### src/design/wake_pkg.sv
// Purpose: shared constants for the wake-up / watchdog / reset block
// Assumes: 10 MHz clock, 60 k timing resistor by default
// Notes: times in their own units, cycle counts derived from them
package wake_pkg;
  localparam int unsigned CLK_HZ = 10_000_000;
  localparam int unsigned CLK_NS = 100;
  // timing resistor in ohms
  localparam int unsigned R_DELAY_OHM = 60_000;
  // seconds per ohm scaled by 1e12 (ps per ohm)
  localparam longint unsigned WAKE_PS_PER_OHM = 417_000;
  localparam longint unsigned RST_PS_PER_OHM = 52_100;
  localparam longint unsigned FIRST_PS_PER_OHM = 208_000;
  // derived cycle counts (ps / 100000 ps per cycle)
  localparam longint unsigned PS_PER_CYCLE = 100_000;
  localparam int unsigned WAKE_CYCLES =
    int'((WAKE_PS_PER_OHM * R_DELAY_OHM) / PS_PER_CYCLE);
  localparam int unsigned RST_DELAY_CYCLES =
    int'((RST_PS_PER_OHM * R_DELAY_OHM) / PS_PER_CYCLE);
  localparam int unsigned FIRST_WAKE_CYCLES =
    int'((FIRST_PS_PER_OHM * R_DELAY_OHM) / PS_PER_CYCLE);
  // duty cycle in percent
  localparam int unsigned DUTY_PCT = 50;
  // reset pulse width for a missed watchdog edge
  localparam int unsigned WD_PULSE_US = 20;
  localparam int unsigned WD_PULSE_CYCLES = (WD_PULSE_US * 1000) / CLK_NS;
  localparam int unsigned CNT_W = 24;
  typedef enum logic [1:0] {
    ST_RESET = 2'b00,
    ST_FIRST = 2'b01,
    ST_RUN   = 2'b10
  } wake_state_t;
endpackage

### src/design/wake_counter.sv
// Purpose: loadable down counter with terminal flag
// Assumes: synchronous reset
// Notes: done is high while count is zero
`timescale 1ns/1ps
`default_nettype none
module wake_counter #(
  parameter int unsigned WIDTH = 24
) (
  // clock and reset
  input wire logic clk,
  input wire logic srst,
  // control
  input wire logic load,
  input wire logic [WIDTH-1:0] load_val,
  // status
  output logic [WIDTH-1:0] count,
  output logic done
);
  logic [WIDTH-1:0] cnt_q;
  logic [WIDTH-1:0] cnt_d;

  // refuse a counter too narrow to count down
  if (WIDTH < 2) begin : g_bad_width
    $error("wake_counter width too small");
  end

  // next count
  always_comb begin
    cnt_d = cnt_q;
    if (load) begin
      cnt_d = load_val;
    end else if (cnt_q != '0) begin
      cnt_d = cnt_q - 1'b1;
    end
  end

  // register
  always_ff @(posedge clk) begin
    if (srst) begin
      cnt_q <= '0;
    end else begin
      cnt_q <= cnt_d;
    end
  end

  assign count = cnt_q;
  assign done = (cnt_q == '0);
endmodule
`default_nettype wire

### src/design/wake_watchdog.sv
// Purpose: wake-up square wave, watchdog check and reset generation
// Assumes: all inputs synchronous to clk
// Notes: one counter serves every timed interval; a missed watchdog fall
//   gives a short reset pulse, then the first-wake delay runs again
//   without the full reset delay
//
// Summary of operation
// - wake output square wave, 50% duty
// - all intervals except the fixed 20 us reset pulse scale with timing resistor
// - 60k gives 25 ms period
// - only watchdog falling edges count
// - accepted edge forces wake low
// - further edges ignored until next period
// - missed edge gives reset pulse
// - power-up reset until output regulated
// - low output resets, then reset delay
// - low input supply forces reset
// - wake held low during reset
// - after reset, wake rises after delay
// - wake falls promptly after watchdog edge
// - wake falls promptly with reset
// - enable low shuts device down
`timescale 1ns/1ps
`default_nettype none
module wake_watchdog #(
  parameter int unsigned WAKE_CYC = wake_pkg::WAKE_CYCLES,
  parameter int unsigned RST_CYC = wake_pkg::RST_DELAY_CYCLES,
  parameter int unsigned FIRST_CYC = wake_pkg::FIRST_WAKE_CYCLES,
  parameter int unsigned PULSE_CYC = wake_pkg::WD_PULSE_CYCLES
) (
  // clock and reset
  input wire logic clk,
  input wire logic srst,
  // supply status and enable
  input wire logic enable,
  input wire logic out_in_reg,
  input wire logic vin_ok,
  // controller side
  input wire logic watchdog_input,
  output logic wake_out,
  output logic reset_n
);
  import wake_pkg::*;

  // counter loads: loading N-1 gives an interval of N clock cycles; the wake
  // output falls when the count passes the middle of the period
  localparam logic [CNT_W-1:0] WAKE_LD = CNT_W'(WAKE_CYC - 1);
  localparam logic [CNT_W-1:0] HIGH_LD = CNT_W'((WAKE_CYC * DUTY_PCT) / 100);
  localparam logic [CNT_W-1:0] RST_LD = CNT_W'(RST_CYC - 1);
  localparam logic [CNT_W-1:0] FIRST_LD = CNT_W'(FIRST_CYC - 1);
  localparam logic [CNT_W-1:0] PULSE_LD = CNT_W'(PULSE_CYC - 1);

  ////////////////////////////////////////////////////////////////////////////
  // parameter checks: every interval must fit the shared counter, and the
  // period must leave room for a high and a low half
  if (WAKE_CYC < 4 || WAKE_CYC >= (1 << CNT_W)) begin : g_bad_wake
    $error("bad wake period");
  end
  if (RST_CYC < 1 || RST_CYC >= (1 << CNT_W)) begin : g_bad_rst
    $error("bad reset delay");
  end
  if (FIRST_CYC < 1 || FIRST_CYC >= (1 << CNT_W)) begin : g_bad_first
    $error("bad first delay");
  end
  if (PULSE_CYC < 1 || PULSE_CYC >= (1 << CNT_W)) begin : g_bad_pulse
    $error("bad pulse width");
  end
  if (HIGH_LD == '0 || HIGH_LD >= WAKE_LD) begin : g_bad_duty
    $error("bad duty split");
  end

  ////////////////////////////////////////////////////////////////////////////
  // state
  wake_state_t st_q, st_d;
  logic wd_prev_q, wd_prev_d;
  // boot_q: set by srst until the power-up reset delay has been loaded
  logic boot_q, boot_d;
  logic fed_q, fed_d;
  logic wake_q, wake_d;
  logic rst_q, rst_d;
  // shared counter interface
  logic ld;
  logic [CNT_W-1:0] ld_val;
  logic [CNT_W-1:0] cnt;
  logic cnt_done;
  logic supply_bad;
  logic wd_fall;

  // one down counter times reset delay, first delay, period and pulse;
  // every state change reloads it, so no interval inherits a stale count
  wake_counter #(
    .WIDTH(CNT_W)
  ) u_cnt (
    .clk(clk),
    .srst(srst),
    .load(ld),
    .load_val(ld_val),
    .count(cnt),
    .done(cnt_done)
  );

  // supply faults: enable low, output out of regulation, input too low;
  // any one of them is a reset condition on its own
  assign supply_bad = !enable || !out_in_reg || !vin_ok;
  assign wd_fall = wd_prev_q && !watchdog_input;

  ////////////////////////////////////////////////////////////////////////////
  // watchdog history: the pin idles high, so the history bit starts low and
  // a pin already held low when srst ends does not count as a fall
  always_comb begin
    wd_prev_d = watchdog_input;
  end

  // history register
  always_ff @(posedge clk) begin
    if (srst) begin
      wd_prev_q <= 1'b0;
    end else begin
      wd_prev_q <= wd_prev_d;
    end
  end

  ////////////////////////////////////////////////////////////////////////////
  // next state
  always_comb begin
    st_d = st_q;
    fed_d = fed_q;
    wake_d = wake_q;
    rst_d = rst_q;
    boot_d = boot_q;
    ld = 1'b0;
    ld_val = RST_LD;
    case (st_q)
      ST_RESET: begin
        rst_d = 1'b1;
        wake_d = 1'b0;
        // after srst the counter is empty, so the first pass loads the full
        // delay; a supply fault keeps reloading it until the fault clears
        if (supply_bad || boot_q) begin
          ld = 1'b1;
          ld_val = RST_LD;
          boot_d = 1'b0;
        end else if (cnt_done) begin
          rst_d = 1'b0;
          st_d = ST_FIRST;
          ld = 1'b1;
          ld_val = FIRST_LD;
        end
      end
      // reset released: wait the first delay, then start the first period
      ST_FIRST: begin
        if (cnt_done) begin
          st_d = ST_RUN;
          wake_d = 1'b1;
          fed_d = 1'b0;
          ld = 1'b1;
          ld_val = WAKE_LD;
        end
      end
      // running: wake high for the first half unless a fall cuts it short
      ST_RUN: begin
        if (wd_fall && !fed_q) begin
          fed_d = 1'b1;
          wake_d = 1'b0;
        end else if (cnt == HIGH_LD) begin
          wake_d = 1'b0;
        end
        // period end: a fall seen on this very edge still counts as fed,
        // otherwise the missed fall turns into a short reset pulse
        if (cnt_done) begin
          if (fed_q || wd_fall) begin
            wake_d = 1'b1;
            fed_d = 1'b0;
            ld = 1'b1;
            ld_val = WAKE_LD;
          end else begin
            st_d = ST_RESET;
            rst_d = 1'b1;
            wake_d = 1'b0;
            ld = 1'b1;
            ld_val = PULSE_LD;
          end
        end
      end
      default: begin
        st_d = ST_RESET;
      end
    endcase
    // a supply fault overrides every state on the same edge, so reset and
    // the wake low are registered on the same clock edge that samples the fault
    if (supply_bad) begin
      st_d = ST_RESET;
      rst_d = 1'b1;
      wake_d = 1'b0;
      ld = 1'b1;
      ld_val = RST_LD;
    end
  end

  // state registers; srst holds reset asserted and wake low
  always_ff @(posedge clk) begin
    if (srst) begin
      st_q <= ST_RESET;
      boot_q <= 1'b1;
      fed_q <= 1'b0;
      wake_q <= 1'b0;
      rst_q <= 1'b1;
    end else begin
      st_q <= st_d;
      boot_q <= boot_d;
      fed_q <= fed_d;
      wake_q <= wake_d;
      rst_q <= rst_d;
    end
  end

  // outputs come straight from flip-flops
  assign wake_out = wake_q;
  assign reset_n = !rst_q;
endmodule
`default_nettype wire

### config.mk
export PLATFORM = sky130hd
export DESIGN_NAME = wake_watchdog
export DESIGN_NICKNAME = d
export VERILOG_FILES = /design/src/design/wake_pkg.sv /design/src/design/wake_counter.sv /design/src/design/wake_watchdog.sv
export SDC_FILE = /design/constraint.sdc
export NUM_CORES = 1
export LEC_CHECK = 0
export ABC_AREA = 1
export BUFFER_PORTS_ARGS = -buffer_cell sky130_fd_sc_hd__buf_2
export CAP_MARGIN = 25
export CELL_PAD_IN_SITES_DETAIL_PLACEMENT = 1
export CELL_PAD_IN_SITES_GLOBAL_PLACEMENT = 1
export CORE_MARGIN = 2
export CORE_UTILIZATION = 48
export DETAILED_ROUTE_END_ITERATION = 6
export PLACE_DENSITY = 0.8
export SYNTH_ARGS = -nofsm -noshare
export SYNTH_HDL_FRONTEND = slang
export SYNTH_SLANG_ARGS = --single-unit
### constraint.sdc
create_clock -name clk -period 3.7 [get_ports clk]
set_clock_uncertainty 0.15 [all_clocks]
set_input_delay 0.37 -clock clk [delete_from_list [all_inputs] [get_ports clk]]
set_output_delay 0.37 -clock clk [all_outputs]
set_load 0.05 [all_outputs]
==> results.toml, run 1 <==
[outcome]
status = "finished clean"

[critical_path]
end_kind = "flip-flop"
cp_data_arrival_time_ps = 2250
crit_top_cell = "nand2_4"
cp_max_fo = 17
r2r_start = "u_cnt.count[0]$_SDFFE_PP0P_"
r2r_end = "u_cnt.count[11]$_SDFFE_PP0P_"
crit_path_end = "u_cnt.count[11]$_SDFFE_PP0P_"
cpMaxStageDelayCell = "dfxtp_1"
start_kind = "flip-flop"
crit_path_start = "u_cnt.count[0]$_SDFFE_PP0P_"
worstPathCellList = "inv_1 -> ha_1 -> nand2_4 -> nor2_8 -> nand3_4 -> nand2_2 -> nand2_4 -> nand2_4 -> inv_4 -> nand2_4 -> nand3_1 -> nor2_1"
cpPeakStageDelay_ps = 300
critPathKind = "reg2reg"
rrSetupSlack_ps = 1520
worstPathRequired_ps = 3780
reg2reg_depth = 12

[sta]
setup_viol = 0
finalMaxSlewViolations = 0
finalHoldWorstSlack_ps = 167.8
tightest_slew_ps = 453.7
rsz0062_at_grt = "no"
timing.fmax_ghz = 0.4597
tns_ps = 0
final_hold_viol_count = 0
period_needed_ps = 2176
maxSlewHeadroom_pct = 69.55
min_period_over_period_pct = 58.80

[die]
num_rows = 24
io_pins = 8
die_w_um = 71.19
initial_core_util_pct = 49.77
die_h_um = 71.19
dieArea_mm2 = 0.005068
fp.coreArea_mm2 = 0.004354

[finish]
drive_above_1_share_pct = 17.19
final_cell_mix = "nand2_1 (66), nor2_1 (43), dfxtp_1 (31)"
final_common_cell = "nand2_1"
diodes = 0
final_cells = 372
final_util_pct = 52.82
synthToLayoutAreaGrowth_pct = 6.120
nets = 331

[clocking]
insertion_delay_ps = 290
cts_setup_buffers = 0
tritoncts = "done"
htree_levels = 2
ctsHoldBuffers = 0
clockBufferDepth = 2
clk_pin_slew_worst_paths_ps = 80
cts.sink_count = 31
post_cts_resized = 0
root_buffer = "clkbuf_8"
cts_buffers = 5

[synth]
syn_area_per_cell_um2 = 6.946
synth.net_count = 324
yosys.area.top_type = "dfxtp_1"
syn_inst = 312
yosys_register_bits = 31
ys_top_cells_by_area = "dfxtp_1 (29%), nand2_1 (11%), nor2_1 (7.4%)"
yosysTopAreaCellShare_pct = 28.64
yosysSeqAreaShare_pct = 28.64
synth_area_mm2 = 0.002167
ys_types = 32
yosys_warnings = 0

[power_and_ir_drop]
sw_frac_of_total_pct = 28.70
clkPwrFrac_pct = 40.9
power_frac_comb_pct = 8.4
power.share.sequential_pct = 50.7
powerDensity_mw_per_mm2 = 298.4
leakagePower_nw = 1.125
netSwitchingPower_uw = 196.9
intPower_uw = 489.3
vdd_drop_max_mv = 0.2162

[global_routing]
grt_overflow = 0
grt.total_usage_pct = 26.24
grt_max_degree = 20
grt_pass1_vias = 2061
antenna_found_initial = 0
grt_pass1_wl_um = 10200

[flow_run]
maxCapViolCount = 0

[place]
port_buffers = 7
dp_hpwl_um = 4797
dp_cells = 364
place_congestion = 0.9394

[routing]
first_pass_iters = 4
num_vias = 2065
drc = 0
drt-total-wl_um = 6180
viasPerCell = 5.551
wl_per_cell_um = 16.61
drt_iter0_markers = 87
ant_nets = 0

[min_path]
hold_class = "in2reg"
hold_path.startpoint = "watchdog_input"
## per-stage QoR
stage               setup slack (ps)  total power, mW  area, um2
finish                          1524           0.6862       2300
global route                    1320           0.7096       2300
CTS                             1516           0.6905       2300
detailed placement              1544           0.4133       2211
global placement                1583           0.4115       2211
floorplan                       1936           0.3981       2167
## power by group through the flow
stage / Combinational, mW / Sequential, mW / Clock [mW]
5_1_grt: 0.0648 / 0.349 / 0.296
4_1_cts: 0.0582 / 0.348 / 0.285
3_5_place_dp: 0.0578 / 0.355 / 0
2_1_floorplan: 0.0447 / 0.353 / 0
3_3_place_gp: 0.0562 / 0.355 / 0
6_report: 0.0576 / 0.348 / 0.281
## worst min-delay path by stage
stage	endpoint	depth (start not counted)
after floorplan	boot_q$_SDFFE_PP1P_	2
after global placement	rst_q$_SDFFE_PP1P_	2
after detailed placement	boot_q$_SDFFE_PP1P_	2
after CTS	wd_prev_q$_SDFF_PP0_	3
after global routing	wd_prev_q$_SDFF_PP0_	3
final	wd_prev_q$_SDFF_PP0_	3
## cell families after synthesis
| family | share of synthesized area [%] |
|---|---|
| AO/OA/AOI/OAI | 9.758 |
| buffers and inverters | 7.910 |
| AND/OR/NAND/NOR | 42.55 |
| flip-flops | 28.64 |
| adder cells (fa/ha/maj) | 3.464 |
| XOR/XNOR | 7.679 |
## layout make-up
| class | instances | area (um2) |
|---|---|---|
| Clock inverter | 3 | 20.02 |
| Fill cell | 603 | 2054 |
| Clock buffer | 5 | 68.82 |
| Timing Repair Buffer | 7 | 35.03 |
| Multi-Input combinational cell | 244 | 1375 |
| Inverter | 30 | 115.1 |
| Sequential cell | 31 | 620.6 |
| Tap cell | 52 | 65.06 |
## routing by layer
metal | share of wire [%] | track usage [%]
met5 | 0 | 0
met4 | 2.0 | 8.386
met3 | 5.1 | 6.553
met2 | 49 | 44.55
met1 | 44 | 32.49
## worst max-delay path: cells and delay by family, from the launching register on
| kind | cells | cell delay [ps] |
|---|---|---|
| adders and majority gates | 1 | 290 |
| buffers and inverters | 2 | 260 |
| DFF | 1 | 300 |
| and+or+nand+nor | 9 | 1100 |
## synth_stat cells
cell type  count
dfxtp_1       31
ha_1           6
o21ai_2        3
inv_4          1
o21ai_0        6
nor2_1        43
nand2_1       66
buf_6          4
nand3_4        1
or2_2          1
xor2_1        15
buf_1          1
clkbuf_1       2
nor4_1         7
inv_1         27
nand3_1       18
xnor2_1        4
nor2_8         2
nand3_2        1
nand3b_1       2
nor2_4         4
o21a_1         1
inv_2          2
o21bai_1       1
nand4_1       11
nor2_2        11
nand2_2       10
nand2_4        4
a21oi_1       14
o21ai_1       11
a21boi_0       1
o211ai_1       1
## registers in the layout, summed over array words and instances (netlist names)
name	cells
boot_q	1
fed_q	1
rst_q	1
st_q	2
u_cnt.count	24
wake_out	1
wd_prev_q	1
Power figures use the tool's default switching activity.
==> run 2: changes to the inputs <==
Settings changed: ABC_AREA 1 to 0, CORE_UTILIZATION 48 to 42, PLACE_DENSITY 0.8 to 0.71.
Clock period 3.7 ns to 2 ns, I/O delays scaled along.
==> run 2 against run 1 <==
The run now ends with negative setup slack left. First-iteration DRC count grew to 2.9 times the previous value. Worst setup slack lost 1900 ps. Synthesized cell count shrank 24%. Via count grew 24%. Maximum frequency shrank 8.4%. Utilization grew 20 points. Critical path type unchanged. Final area grew 40%. Cell count shrank 0.54%. Hold slack lost 140 ps.
==> results.toml, run 2 <==
[outcome]
status = "finished with violations"
failed_checks = "negative setup slack"

[critical_path]
r2r_start = "u_cnt.count[11]$_SDFFE_PP0P_"
rrSetupSlack_ps = -370
worstPathRequired_ps = 2010
cp_data_arrival_time_ps = 2380
end_kind = "flip-flop"
r2r_end = "u_cnt.count[12]$_SDFFE_PP0P_"
start_kind = "flip-flop"
reg2reg_depth = 7
critPathKind = "reg2reg"
cp_max_fo = 5
crit_path_start = "u_cnt.count[11]$_SDFFE_PP0P_"

[clocking]
insertion_delay_ps = 300
tritoncts = "done"
ctsHoldBuffers = 0
cts.sink_count = 31
htree_levels = 2
cts_buffers = 5
root_buffer = "clkbuf_8"
clockBufferDepth = 2
clk_pin_slew_worst_paths_ps = 70

[power_and_ir_drop]
power.share.sequential_pct = 45.8
vdd_drop_max_mv = 0.3802
power_frac_comb_pct = 18.5
clkPwrFrac_pct = 35.7
power.total_mw = 1.427
leakagePower_nw = 1.221
sw_frac_of_total_pct = 30.81
netSwitchingPower_uw = 439.8
powerDensity_mw_per_mm2 = 442.7
intPower_uw = 987.6

[sta]
finalHoldWorstSlack_ps = 25.14
rsz0062_at_grt = "yes"
min_period_over_period_pct = 118.7
finalMaxSlewViolations = 0
maxSlewHeadroom_pct = 65.00
timing.fmax_ghz = 0.4211
layout_setup_ws_ps = -374.9
setup_viol = 29
tightest_slew_ps = 517.9
period_needed_ps = 2375
final_hold_viol_count = 0
tns_ps = -6077

[min_path]
hold_class = "in2reg"
hold_path.startpoint = "watchdog_input"
min_to = "wd_prev_q$_SDFF_PP0_"
holdPathStages = 2

[die]
die_w_um = 72.09
io_pins = 8
die_h_um = 72.09
num_rows = 24
initial_core_util_pct = 44.10
dieArea_mm2 = 0.005196
fp.coreArea_mm2 = 0.004414

[finish]
synthToLayoutAreaGrowth_pct = 65.62
final_area_mm2 = 0.003224
final_common_cell = "buf_4"
diodes = 0
final_util_pct = 73.04
largest_reg_flops = 24
final_cell_mix = "buf_4 (64), dfxtp_1 (24), nor2_1 (15)"
drive_above_1_share_pct = 53.14
final_cells = 370
nets = 329
fillers = 446

[synth]
synth-edff-count = 0
synth_area_mm2 = 0.001947
syn_inst = 237
yosysSeqAreaShare_pct = 31.88
yosysTopAreaCellShare_pct = 31.88
ys_async_sr_fraction_pct = 0
synth.net_count = 249
yosys_warnings = 0
ys_top_cells_by_area = "dfxtp_1 (32%), a21oi_1 (4.9%), xnor2_1 (4.5%)"
synth_most_common_cell = "dfxtp_1"
yosys_register_bits = 31
yosys.area.top_type = "dfxtp_1"
synthTopCellsByCount = "dfxtp_1 (31), nor2_1 (20), a21oi_1 (19)"
ys_types = 50
synth_top_flop_cell = "dfxtp_1"
syn_area_per_cell_um2 = 8.215

[routing]
drc = 0
drt-total-wl_um = 10950
first_pass_iters = 5
wl_per_cell_um = 29.59
drt_iter0_markers = 252
viasPerCell = 6.943
num_vias = 2569
ant_nets = 0

[flow_run]
maxCapViolCount = 0

[global_routing]
grt_overflow = 0
grt_pass1_vias = 2476
antenna_found_initial = 0
grt_max_degree = 13
grt_pass1_wl_um = 13580
grt.total_usage_pct = 34.83

[place]
port_buffers = 7
place_congestion = 0.8981
placed_area_mm2 = 0.002499
dp_cells = 348
pre_cts_slack_ps = -315.7
dp_hpwl_um = 5395
## run 2: changes by cell type in the layout (fill, tap and decap cells not counted), sizes merged, moves of 6 or more
cell,change
inv,-20
nor2,-40
o31ai,+7
buf,+72
nand2,-70
xor2,-9
and3,+9
nor3,+8
o21ai,-8
xnor2,+6
## run 2: how the worst max path moves through the flow
stage	end	slack, ps
after floorplan	u_cnt.count[23]$_SDFFE_PP0P_	-270
after global placement	u_cnt.count[23]$_SDFFE_PP0P_	-230
after detailed placement	u_cnt.count[17]$_SDFFE_PP0P_	-320
after CTS	u_cnt.count[21]$_SDFFE_PP0P_	-210
after global routing	u_cnt.count[12]$_SDFFE_PP0P_	-390
final	u_cnt.count[12]$_SDFFE_PP0P_	-370
## run 2: metal layers
metal	vias up	wire length [um]	global-route usage, %
met4	0	852	14.88
met3	69	849	4.861
met5	-	0	0
met1	1244	4036	41.66
li1	1059	-	-
met2	197	5208	61.98
## run 2: layout make-up
type                    count  area (um2)  area share [%]
clock buffers               7       76.32           2.367
clock inverters             1       5.005          0.1552
inverters                  10       40.04           1.242
multi-input cells         189        1768           54.83
flip-flops and latches     31       631.9           19.60
well taps                  52       65.06           2.018
repair buffers             80       638.1           19.79
## run 2: timing repair
| action | 4_1_cts | 5_1_grt |
|---|---|---|
| endpoints found under the setup margin | 28 | 29 |
| pin swaps | 14 | 29 |
| gates resized for setup | 45 | 68 |
| gates cloned | 0 | 1 |
| buffers inserted | 4 | 9 |
## run 2: worst max-delay path, cell delays in order (launching register included)
cell,delay (ps)
dfxtp_1,340
nor4_4,400
buf_4,220
and4_4,300
a31oi_2,170
buf_4,190
a211oi_1,320
a221oi_2,130
## run 2: power groups by stage
stage | combinational (mW) | sequential (mW) | clock, mW
5_1_grt | 0.269 | 0.655 | 0.533
2_1_floorplan | 0.0850 | 0.665 | 0
3_3_place_gp | 0.166 | 0.661 | 0
4_1_cts | 0.196 | 0.649 | 0.500
6_report | 0.264 | 0.654 | 0.510
3_5_place_dp | 0.175 | 0.663 | 0
## run 2: cell families after synthesis
kind of cell | share of synthesized area (%)
compound gates | 21.79
flops | 31.88
simple gates | 30.91
xor+xnor | 7.198
buf+inv | 3.342
fa+ha+maj | 3.856
mux | 1.028
